--- src/verilog/hrcd_pkg.sv ---
// Package with register map, field layout and reset values of the homing sequencer
package hrcd_pkg;

  // Register byte offsets
  localparam logic [7:0] HRCD_OFF_CFG = 8'h00;
  localparam logic [7:0] HRCD_OFF_HOME_SPD = 8'h04;
  localparam logic [7:0] HRCD_OFF_CREEP_SPD = 8'h08;
  localparam logic [7:0] HRCD_OFF_SHIFT = 8'h0C;
  localparam logic [7:0] HRCD_OFF_HOME_POS = 8'h10;
  localparam logic [7:0] HRCD_OFF_TRAVEL = 8'h14;
  localparam logic [7:0] HRCD_OFF_ACC = 8'h18;
  localparam logic [7:0] HRCD_OFF_DEC = 8'h1C;
  localparam logic [7:0] HRCD_OFF_JOG_SPD = 8'h20;
  localparam logic [7:0] HRCD_OFF_STATUS = 8'h24;
  localparam logic [7:0] HRCD_OFF_POSITION = 8'h28;

  // Homing configuration fields (one digit per nibble)
  localparam int HRCD_CFG_W = 12;
  localparam int HRCD_CFG_METHOD_LSB = 0;
  localparam int HRCD_CFG_DIR_LSB = 4;
  localparam int HRCD_CFG_POL_LSB = 8;

  // Method digit encodings
  localparam logic [3:0] HRCD_METHOD_COUNT = 4'h1;
  localparam logic [3:0] HRCD_METHOD_DATA_SET = 4'h2;
  localparam logic [3:0] HRCD_METHOD_STOPPER = 4'h3;

  // Values after reset
  localparam logic [11:0] HRCD_CFG_RST = 12'h000;
  localparam logic [15:0] HRCD_SPD_RST = 16'h0000;
  localparam logic [31:0] HRCD_DIST_RST = 32'h0000_0000;

  // Sequencer states
  typedef enum logic [2:0] {
    HRCD_S_IDLE,
    HRCD_S_FAST,
    HRCD_S_TRAVEL,
    HRCD_S_SEEK_Z,
    HRCD_S_SHIFT,
    HRCD_S_STOPPER
  } hrcd_state_t;

endpackage

--- src/verilog/hrcd_home_seq.sv ---
// Home return sequencer: count, data setting and stopper homing with register port
`timescale 1ns/10ps
// Operation
// Host selects manual home mode: auto/manual on, all point selects off.
// Host keeps position/speed source select off during home return.
// Method digit 1 selects count type homing.
// Count homing runs at home return speed until the dog is seen.
// After dog detection speed drops to creep speed.
// After dog front end, travel the set distance before looking for zero pulse.
// Home is shifted by shift distance from first zero pulse after travel.
// Count homing uses acceleration/deceleration constants of point table entry one.
// On any completed homing, home position data becomes current position.
// Method digit 2 selects data setting homing: present position becomes home.
// Data setting homing needs no dog or zero pulse; any position allowed.
// Jog may move the axis before data setting homing.
// Stopper homing: home is where the part presses against the stopper.
// Direction digit 0 moves to increasing addresses, 1 to decreasing.
// Polarity digit 0 detects dog when input off, 1 when on.
// Host keeps the dog input asserted at least 10 ms.
// Wrong mode selects at start: homing fails, position unchanged.
module hrcd_home_seq
  import hrcd_pkg::*;
#(
  parameter int POS_W = 32,
  parameter int SPD_W = 16
) (
  // Clock and reset
  input wire logic clk_sys_i,
  input wire logic srst_i,
  // Register port
  input wire logic [7:0] reg_addr_i,
  input wire logic [31:0] reg_wdata_i,
  input wire logic reg_wr_i,
  input wire logic reg_rd_i,
  output logic [31:0] reg_rdata_o,
  // Remote inputs from the host controller
  input wire logic auto_manual_select_in_i,
  input wire logic point_sel_bit1_in_i,
  input wire logic point_sel_bit2_in_i,
  input wire logic point_sel_bit3_in_i,
  input wire logic point_sel_bit4_in_i,
  input wire logic point_sel_bit5_in_i,
  input wire logic pos_speed_source_select_in_i,
  input wire logic proximity_dog_in_i,
  input wire logic home_start_i,
  input wire logic jog_fwd_i,
  input wire logic jog_rev_i,
  // Machine side inputs
  input wire logic feedback_step_i,
  input wire logic zero_pulse_i,
  input wire logic stopper_contact_i,
  // Motion command
  output logic move_en_o,
  output logic dir_neg_o,
  output logic [SPD_W-1:0] speed_cmd_o,
  output logic [15:0] acc_time_o,
  output logic [15:0] dec_time_o,
  // Homing result
  output logic [POS_W-1:0] position_o,
  output logic home_done_o,
  output logic home_err_o
);

  localparam int NSYNC = 14;

  // Register address match, used by write and read decode
  function automatic logic reg_hit(input logic [7:0] addr, input logic [7:0] off);
    reg_hit = (addr == off);
  endfunction

  // Synchronised pins
  logic [NSYNC-1:0] pin_raw;
  logic [NSYNC-1:0] pin_s;
  logic [4:0] point_sel_s;
  logic auto_s;
  logic src_sel_s;
  logic dog_s;
  logic start_s;
  logic jog_fwd_s;
  logic jog_rev_s;
  logic step_s;
  logic zero_s;
  logic stopper_s;

  assign pin_raw = {stopper_contact_i, zero_pulse_i, feedback_step_i, jog_rev_i, jog_fwd_i, home_start_i,
                    proximity_dog_in_i, pos_speed_source_select_in_i, auto_manual_select_in_i,
                    point_sel_bit5_in_i, point_sel_bit4_in_i, point_sel_bit3_in_i, point_sel_bit2_in_i,
                    point_sel_bit1_in_i};

  // Every pin is asynchronous to the sequencer clock
  hrcd_sync #(
    .WIDTH(NSYNC)
  ) u_sync (
    .clk_sys_i(clk_sys_i),
    .srst_i(srst_i),
    .d_i(pin_raw),
    .q_o(pin_s)
  );

  assign point_sel_s = pin_s[4:0];
  assign auto_s = pin_s[5];
  assign src_sel_s = pin_s[6];
  assign dog_s = pin_s[7];
  assign start_s = pin_s[8];
  assign jog_fwd_s = pin_s[9];
  assign jog_rev_s = pin_s[10];
  assign step_s = pin_s[11];
  assign zero_s = pin_s[12];
  assign stopper_s = pin_s[13];

  // Edge detection on synchronised pulses
  logic [2:0] edge_q;
  logic [2:0] edge_d;
  logic start_rise;
  logic step_rise;
  logic zero_rise;

  always_comb
  begin
    edge_d = {zero_s, step_s, start_s};
  end

  always_ff @(posedge clk_sys_i)
  begin
    if (srst_i)
      edge_q <= 3'h0;
    else
      edge_q <= edge_d;
  end

  assign start_rise = start_s & ~edge_q[0];
  assign step_rise = step_s & ~edge_q[1];
  assign zero_rise = zero_s & ~edge_q[2];

  // Register file
  logic [HRCD_CFG_W-1:0] cfg_q, cfg_d;
  logic [15:0] home_spd_q, home_spd_d;
  logic [15:0] creep_spd_q, creep_spd_d;
  logic [15:0] jog_spd_q, jog_spd_d;
  logic [15:0] acc_q, acc_d;
  logic [15:0] dec_q, dec_d;
  logic [31:0] shift_q, shift_d;
  logic [31:0] hpos_q, hpos_d;
  logic [31:0] travel_q, travel_d;
  logic [31:0] rdata_q, rdata_d;

  // Sequencer state
  hrcd_state_t state_q, state_d;
  logic [31:0] cnt_q, cnt_d;
  logic [POS_W-1:0] pos_q, pos_d;
  logic done_q, done_d;
  logic err_q, err_d;
  logic dir_neg_q, dir_neg_d;
  logic move_q, move_d;
  logic [SPD_W-1:0] spd_q, spd_d;

  logic [3:0] method;
  logic cfg_dir_neg;
  logic dog_det;
  logic mode_ok;
  logic jog_req;

  assign method = cfg_q[HRCD_CFG_METHOD_LSB +: 4];
  assign cfg_dir_neg = cfg_q[HRCD_CFG_DIR_LSB];
  // Polarity bit 0 means the dog reads active while its input is off
  assign dog_det = cfg_q[HRCD_CFG_POL_LSB] ? dog_s : ~dog_s;
  // Manual home return mode with position/speed taken from parameters
  assign mode_ok = auto_s & ~(|point_sel_s) & ~src_sel_s;
  assign jog_req = jog_fwd_s ^ jog_rev_s;

  // Register writes and read data
  always_comb
  begin
    cfg_d = cfg_q;
    home_spd_d = home_spd_q;
    creep_spd_d = creep_spd_q;
    jog_spd_d = jog_spd_q;
    acc_d = acc_q;
    dec_d = dec_q;
    shift_d = shift_q;
    hpos_d = hpos_q;
    travel_d = travel_q;
    rdata_d = 32'h0000_0000;
    if (reg_wr_i)
    begin
      if (reg_hit(reg_addr_i, HRCD_OFF_CFG)) cfg_d = reg_wdata_i[HRCD_CFG_W-1:0];
      if (reg_hit(reg_addr_i, HRCD_OFF_HOME_SPD)) home_spd_d = reg_wdata_i[15:0];
      if (reg_hit(reg_addr_i, HRCD_OFF_CREEP_SPD)) creep_spd_d = reg_wdata_i[15:0];
      if (reg_hit(reg_addr_i, HRCD_OFF_JOG_SPD)) jog_spd_d = reg_wdata_i[15:0];
      if (reg_hit(reg_addr_i, HRCD_OFF_ACC)) acc_d = reg_wdata_i[15:0];
      if (reg_hit(reg_addr_i, HRCD_OFF_DEC)) dec_d = reg_wdata_i[15:0];
      if (reg_hit(reg_addr_i, HRCD_OFF_SHIFT)) shift_d = reg_wdata_i;
      if (reg_hit(reg_addr_i, HRCD_OFF_HOME_POS)) hpos_d = reg_wdata_i;
      if (reg_hit(reg_addr_i, HRCD_OFF_TRAVEL)) travel_d = reg_wdata_i;
    end
    // Unmapped addresses read as zero
    if (reg_rd_i)
    begin
      if (reg_hit(reg_addr_i, HRCD_OFF_CFG)) rdata_d = {20'h00000, cfg_q};
      if (reg_hit(reg_addr_i, HRCD_OFF_HOME_SPD)) rdata_d = {16'h0000, home_spd_q};
      if (reg_hit(reg_addr_i, HRCD_OFF_CREEP_SPD)) rdata_d = {16'h0000, creep_spd_q};
      if (reg_hit(reg_addr_i, HRCD_OFF_JOG_SPD)) rdata_d = {16'h0000, jog_spd_q};
      if (reg_hit(reg_addr_i, HRCD_OFF_ACC)) rdata_d = {16'h0000, acc_q};
      if (reg_hit(reg_addr_i, HRCD_OFF_DEC)) rdata_d = {16'h0000, dec_q};
      if (reg_hit(reg_addr_i, HRCD_OFF_SHIFT)) rdata_d = shift_q;
      if (reg_hit(reg_addr_i, HRCD_OFF_HOME_POS)) rdata_d = hpos_q;
      if (reg_hit(reg_addr_i, HRCD_OFF_TRAVEL)) rdata_d = travel_q;
      if (reg_hit(reg_addr_i, HRCD_OFF_STATUS))
        rdata_d = {24'h000000, mode_ok, dog_det, state_q, move_q, err_q, done_q};
      if (reg_hit(reg_addr_i, HRCD_OFF_POSITION)) rdata_d = pos_q;
    end
  end

  always_ff @(posedge clk_sys_i)
  begin
    if (srst_i)
    begin
      cfg_q <= HRCD_CFG_RST;
      home_spd_q <= HRCD_SPD_RST;
      creep_spd_q <= HRCD_SPD_RST;
      jog_spd_q <= HRCD_SPD_RST;
      acc_q <= HRCD_SPD_RST;
      dec_q <= HRCD_SPD_RST;
      shift_q <= HRCD_DIST_RST;
      hpos_q <= HRCD_DIST_RST;
      travel_q <= HRCD_DIST_RST;
      rdata_q <= HRCD_DIST_RST;
    end
    else
    begin
      cfg_q <= cfg_d;
      home_spd_q <= home_spd_d;
      creep_spd_q <= creep_spd_d;
      jog_spd_q <= jog_spd_d;
      acc_q <= acc_d;
      dec_q <= dec_d;
      shift_q <= shift_d;
      hpos_q <= hpos_d;
      travel_q <= travel_d;
      rdata_q <= rdata_d;
    end
  end

  // Sequencer next state; a mode change mid-run aborts rather than finishing on stale selects
  always_comb
  begin
    state_d = state_q;
    cnt_d = cnt_q;
    pos_d = pos_q;
    done_d = done_q;
    err_d = err_q;
    dir_neg_d = dir_neg_q;
    if (step_rise && move_q)
      pos_d = dir_neg_q ? pos_q - POS_W'(1) : pos_q + POS_W'(1);
    if (state_q != HRCD_S_IDLE && !mode_ok)
    begin
      state_d = HRCD_S_IDLE;
      err_d = 1'b1;
    end
    else
    begin
      case (state_q)
        HRCD_S_IDLE:
        begin
          if (jog_req)
            dir_neg_d = jog_rev_s;
          if (start_rise)
          begin
            done_d = 1'b0;
            err_d = 1'b0;
            if (!mode_ok)
              err_d = 1'b1;
            else if (method == HRCD_METHOD_COUNT)
            begin
              state_d = HRCD_S_FAST;
              dir_neg_d = cfg_dir_neg;
            end
            else if (method == HRCD_METHOD_DATA_SET)
            begin
              pos_d = hpos_q[POS_W-1:0];
              done_d = 1'b1;
            end
            else if (method == HRCD_METHOD_STOPPER)
            begin
              state_d = HRCD_S_STOPPER;
              dir_neg_d = cfg_dir_neg;
            end
            else
              err_d = 1'b1;
          end
        end
        HRCD_S_FAST:
        begin
          // Dog held 10 ms by the host, so no debounce is needed here
          if (dog_det)
          begin
            state_d = HRCD_S_TRAVEL;
            cnt_d = travel_q;
          end
        end
        HRCD_S_TRAVEL:
        begin
          if (cnt_q == 32'h0000_0000)
            state_d = HRCD_S_SEEK_Z;
          else if (step_rise)
            cnt_d = cnt_q - 32'h0000_0001;
        end
        HRCD_S_SEEK_Z:
        begin
          if (zero_rise)
          begin
            state_d = HRCD_S_SHIFT;
            cnt_d = shift_q;
          end
        end
        HRCD_S_SHIFT:
        begin
          if (cnt_q == 32'h0000_0000)
          begin
            state_d = HRCD_S_IDLE;
            pos_d = hpos_q[POS_W-1:0];
            done_d = 1'b1;
          end
          else if (step_rise)
            cnt_d = cnt_q - 32'h0000_0001;
        end
        HRCD_S_STOPPER:
        begin
          if (stopper_s)
          begin
            state_d = HRCD_S_IDLE;
            pos_d = hpos_q[POS_W-1:0];
            done_d = 1'b1;
          end
        end
        default:
          state_d = HRCD_S_IDLE;
      endcase
    end
  end

  // Motion command follows the next state so it lines up with the state register
  always_comb
  begin
    move_d = 1'b1;
    case (state_d)
      HRCD_S_FAST: spd_d = home_spd_q[SPD_W-1:0];
      HRCD_S_STOPPER: spd_d = home_spd_q[SPD_W-1:0];
      HRCD_S_TRAVEL, HRCD_S_SEEK_Z, HRCD_S_SHIFT: spd_d = creep_spd_q[SPD_W-1:0];
      default:
      begin
        move_d = jog_req;
        spd_d = jog_req ? jog_spd_q[SPD_W-1:0] : '0;
      end
    endcase
  end

  always_ff @(posedge clk_sys_i)
  begin
    if (srst_i)
    begin
      state_q <= HRCD_S_IDLE;
      cnt_q <= HRCD_DIST_RST;
      pos_q <= '0;
      done_q <= 1'b0;
      err_q <= 1'b0;
      dir_neg_q <= 1'b0;
      move_q <= 1'b0;
      spd_q <= '0;
    end
    else
    begin
      state_q <= state_d;
      cnt_q <= cnt_d;
      pos_q <= pos_d;
      done_q <= done_d;
      err_q <= err_d;
      dir_neg_q <= dir_neg_d;
      move_q <= move_d;
      spd_q <= spd_d;
    end
  end

  // Outputs
  assign reg_rdata_o = rdata_q;
  assign move_en_o = move_q;
  assign dir_neg_o = dir_neg_q;
  assign speed_cmd_o = spd_q;
  assign acc_time_o = acc_q;
  assign dec_time_o = dec_q;
  assign position_o = pos_q;
  assign home_done_o = done_q;
  assign home_err_o = err_q;
endmodule

--- src/verilog/hrcd_sync.sv ---
// Two flip-flop synchroniser for a group of asynchronous inputs
`timescale 1ns/10ps
module hrcd_sync #(
  parameter int WIDTH = 1
) (
  // Clock and reset
  input wire logic clk_sys_i,
  input wire logic srst_i,
  // Data
  input wire logic [WIDTH-1:0] d_i,
  output logic [WIDTH-1:0] q_o
);

  logic [WIDTH-1:0] meta_q;
  logic [WIDTH-1:0] sync_q;

  // First stage feeds only the second stage
  always_ff @(posedge clk_sys_i)
  begin
    if (srst_i)
    begin
      meta_q <= '0;
      sync_q <= '0;
    end
    else
    begin
      meta_q <= d_i;
      sync_q <= meta_q;
    end
  end

  assign q_o = sync_q;

endmodule
--- config.mk ---
export PLATFORM = sky130hd
export DESIGN_NAME = hrcd_home_seq
export DESIGN_NICKNAME = d
export VERILOG_FILES = /design/src/verilog/hrcd_pkg.sv /design/src/verilog/hrcd_home_seq.sv /design/src/verilog/hrcd_sync.sv
export SDC_FILE = /design/constraint.sdc
export NUM_CORES = 1
export LEC_CHECK = 0
export ABC_AREA = 0
export CORE_AREA = 2 2 154 186
export DETAILED_ROUTE_END_ITERATION = 8
export DIE_AREA = 0 0 156 188
export DONT_BUFFER_PORTS = 1
export HOLD_SLACK_MARGIN = 0.05
export PLACE_DENSITY = 0.76
export SLEW_MARGIN = 20
export SYNTH_ARGS = -nofsm -noshare
export SYNTH_HDL_FRONTEND = slang
export SYNTH_HIERARCHICAL = 1
export SYNTH_SLANG_ARGS = --single-unit
--- constraint.sdc ---
create_clock -name clk_sys_i -period 3.5 [get_ports clk_sys_i]
set_input_delay 0.7 -clock clk_sys_i [delete_from_list [all_inputs] [get_ports clk_sys_i]]
set_output_delay 0.7 -clock clk_sys_i [all_outputs]
set_load 0.005 [all_outputs]
==> summary.txt <==
Status - completed
Worst Tran Pin Value - 0.890 ns
DRC - 0
Clock-pin slew on the worst setup and hold paths - 0.06 ns
Count leader, synth - nand2_1
Final net count - 2046
Clk_lat worst skew - 0.53 ns
Cell mode on critical path - or4_4
Sw Share - 0.209
RSZ-0062 raised after global routing - false
Register area share after synthesis - 0.430
TritonRoute pass-1 iters - 9
Pwr dens - 467 mW/mm^2
Pins Over Slew Limit - 0
Setup Viol. Count Final - 0
CTS tree - done
Die Wd - 156 um
Crit start category - flop
Period utilization - 0.964
CP peak stage delay - 0.58 ns
First-pass GRT wire length - 80600 um
Max Cap Viol - 0
Share of post-route cells with drive strength above 1 - 0.0676
Mapped Area - 0.0157 mm^2
GRT overflow - 0
Number of global-route vias before repair - 14368
#FFs+latches synth - 338
Max-slew headroom - 0.405
Post-Syn Nets - 2119
Final-report hold violation count - 0
Crit path buffers/inverters - 0
Core footprint - 0.0276 mm^2
Non-Filler Instances - 2326
Synth area leaders - dfxtp_1 (43%), nand2_1 (12%), a21oi_1 (9.5%)
R2R Setup Slk - 0.13 ns
Clk pwr share - 0.495
Number of buffers created by CTS - 35
Average cell area after synthesis - 7.75 um^2
Area leader, netlist - dfxtp_1
Clk sinks - 338
Sequential Power Share - 0.486
Post-DR wirelength/cell - 22.4 um
Worst path required time - 3.91 ns
Comb power frac - 0.019
CTS root buffer - clkbuf_16
H-tree depth - 2
Minimum clock period - 3.37 ns
Internal - 6.33 mW
Worst Setup End Kind - flop
Clk_skew - 0.0258 ns
Crit path max-delay family - simple AND/OR/NAND/NOR gates
Routed Antenna Nets - 0
Final WL - 52200 um
Critical path class - reg2reg
Crit path cell chain - or4_4 -> or3b_1 -> or4_4 -> o21ai_2 -> a22oi_1 -> o31a_2 -> and3_1 -> mux2i_1 -> nand2_1
Post-synthesis cell count - 2028
Leakage - 6.06 nW
Pin count of the biggest net entering global routing - 293
VDD IR max - 345 uV
Row count - 67
I/O pins - 174
FMAX - 296 MHz
Cell count after placement - 2263
Via density - 6.53
Top_reg_cell synth - dfxtp_1
Critical path peak fanout - 19
Layout area overhead - 8.93%
Total GRT Usage - 0.348
Most common library cells after synthesis - nand2_1 (493), dfxtp_1 (338), a21oi_1 (299)
DR vias - 15199
Top cell type's share of synthesized area - 0.430
Number of fill cells - 2381
Yosys cell types - 74
CP max-delay cell - or4_4
DRT iter0 DRCs - 1809
Die Y - 188 um
Worst path arrival time - 3.78 ns
Placer Congestion - 0.972
Total chip power - 8.01 mW
EDFF count, synth - 0
Initial antenna violation count - 0
Initial core utilization - 0.570
CTS max path bufs - 3
Post-synth ARST share - 0
Syn. warnings - 6
# port buffers - 0
NetSw - 1.67 mW
# diodes - 0
Worst min path class - in2reg
Die outline area - 0.0293 mm^2
Post-DP HPWL - 36500 um
==> through the flow <==
| step | setup TNS [ns] | util | cell area [um^2] | worst slack, ns | hold WS [ns] |
|---|---|---|---|---|---|
| 4_1_cts | 0 | 0.621 | 17100 | 0.0620 | 0.260 |
| 5_1_grt | 0 | 0.621 | 17100 | 0.00408 | 0.291 |
| 3_3_place_gp | 0 | 0.576 | 15900 | 0.0779 | 0.418 |
| 6_report | 0 | 0.621 | 17100 | 0.127 | 0.297 |
| 3_5_place_dp | -0.0368 | 0.576 | 15900 | -0.0368 | 0.422 |
| 2_1_floorplan | 0 | - | 15700 | 0.293 | 0.414 |
==> kinds of logic (layout without fill, tap and decap cells) <==
family / after synthesis / after routing / share of synthesized area
fa+ha+maj: 33 / 33 / 0.0267
flops: 338 / 338 / 0.430
buf+inv: 179 / 132 / 0.0469
mux: 1 / 1 / 0.000637
compound gates: 635 / 635 / 0.254
simple gates: 811 / 811 / 0.224
xor+xnor: 31 / 31 / 0.0173
==> placed cells by master (no fill, tap or decap), types with 5 or more instances in the layout <==
| master | count |
|---|---|
| and2_1 | 18 |
| a22oi_1 | 71 |
| clkinv_2 | 5 |
| o21ai_1 | 11 |
| xnor2_1 | 20 |
| and2b_2 | 8 |
| o21ai_0 | 68 |
| nor2b_1 | 27 |
| clkbuf_16 | 36 |
| or3_1 | 13 |
| nor3_1 | 25 |
| nand4_1 | 15 |
| xor2_1 | 11 |
| a221oi_1 | 17 |
| a32oi_1 | 10 |
| nand2_1 | 492 |
| a211oi_1 | 18 |
| and3_1 | 16 |
| buf_4 | 50 |
| o31ai_1 | 7 |
| a21o_1 | 19 |
| clkbuf_8 | 10 |
| inv_1 | 18 |
| a31oi_1 | 16 |
| a21oi_1 | 299 |
| nand3_1 | 32 |
| ha_1 | 32 |
| nor4_1 | 15 |
| nor2_1 | 121 |
| a22o_1 | 15 |
| nand2b_1 | 5 |
| a222oi_1 | 32 |
| dfxtp_1 | 337 |
| o22ai_1 | 11 |
==> sequential cells by signal (all words and copies together), names as in the netlist, 32 cells and up <==
signal and flops:
cnt_q 32, hpos_q 32, travel_q 32, reg_rdata_o 32
position_o 32, shift_q 32
==> layout make-up <==
| class | instances | area (um^2) | area share |
|---|---|---|---|
| clock buffer | 50 | 1050 | 0.0615 |
| tap | 345 | 432 | 0.0252 |
| timing repair buffer | 51 | 387 | 0.0226 |
| multi-input combinational | 1511 | 8240 | 0.481 |
| clock inverter | 13 | 186 | 0.0109 |
| inverter | 18 | 67.6 | 0.00394 |
| sequential | 338 | 6770 | 0.395 |
==> power groups by stage <==
stage          clock network [mW]  registers, mW  logic [mW]
2_1_floorplan                   0           3.97       0.181
3_3_place_gp                    0           3.98       0.147
3_5_place_dp                    0           3.98       0.150
4_1_cts                      3.98           3.89       0.151
5_1_grt                      4.15           3.89       0.169
6_report                     3.96           3.89       0.155
==> worst register-to-register path, stage by stage, from the launching register on <==
cell and delay (ns):
dfxtp_1 0.35, or4_4 0.55, or3b_1 0.40, or4_4 0.58, o21ai_2 0.21, a22oi_1 0.25
o31a_2 0.52, and3_1 0.23, mux2i_1 0.12, nand2_1 0.05
==> path summary, 6_finish.rpt <==
check	startpoint	end	depth (start not counted)
setup / recovery	cnt_q[28]	position_o[26]	9
hold reg to reg	u_sync/meta_q[8]	u_sync/q_o[8]	1
setup reg to reg	cnt_q[28]	position_o[26]	9
hold / removal	reg_wdata_i[15]	travel_q[15]	2
==> metal layers <==
layer	vias to the layer above	routed length [um]	GRT usage
li1	7039	-	-
met2	804	25000	0.583
met3	179	4980	0.0816
met5	-	0	0
met4	0	3040	0.179
met1	7177	19200	0.414
==> timing repair <==
item	in CTS	in global routing
setup buffers	0	0
endpoints found under the setup margin	13	10
endpoints found under the hold margin	0	0
gates resized for setup	1	3
hold buffers	0	0
Note: power is estimated with default switching activity, not from simulation.
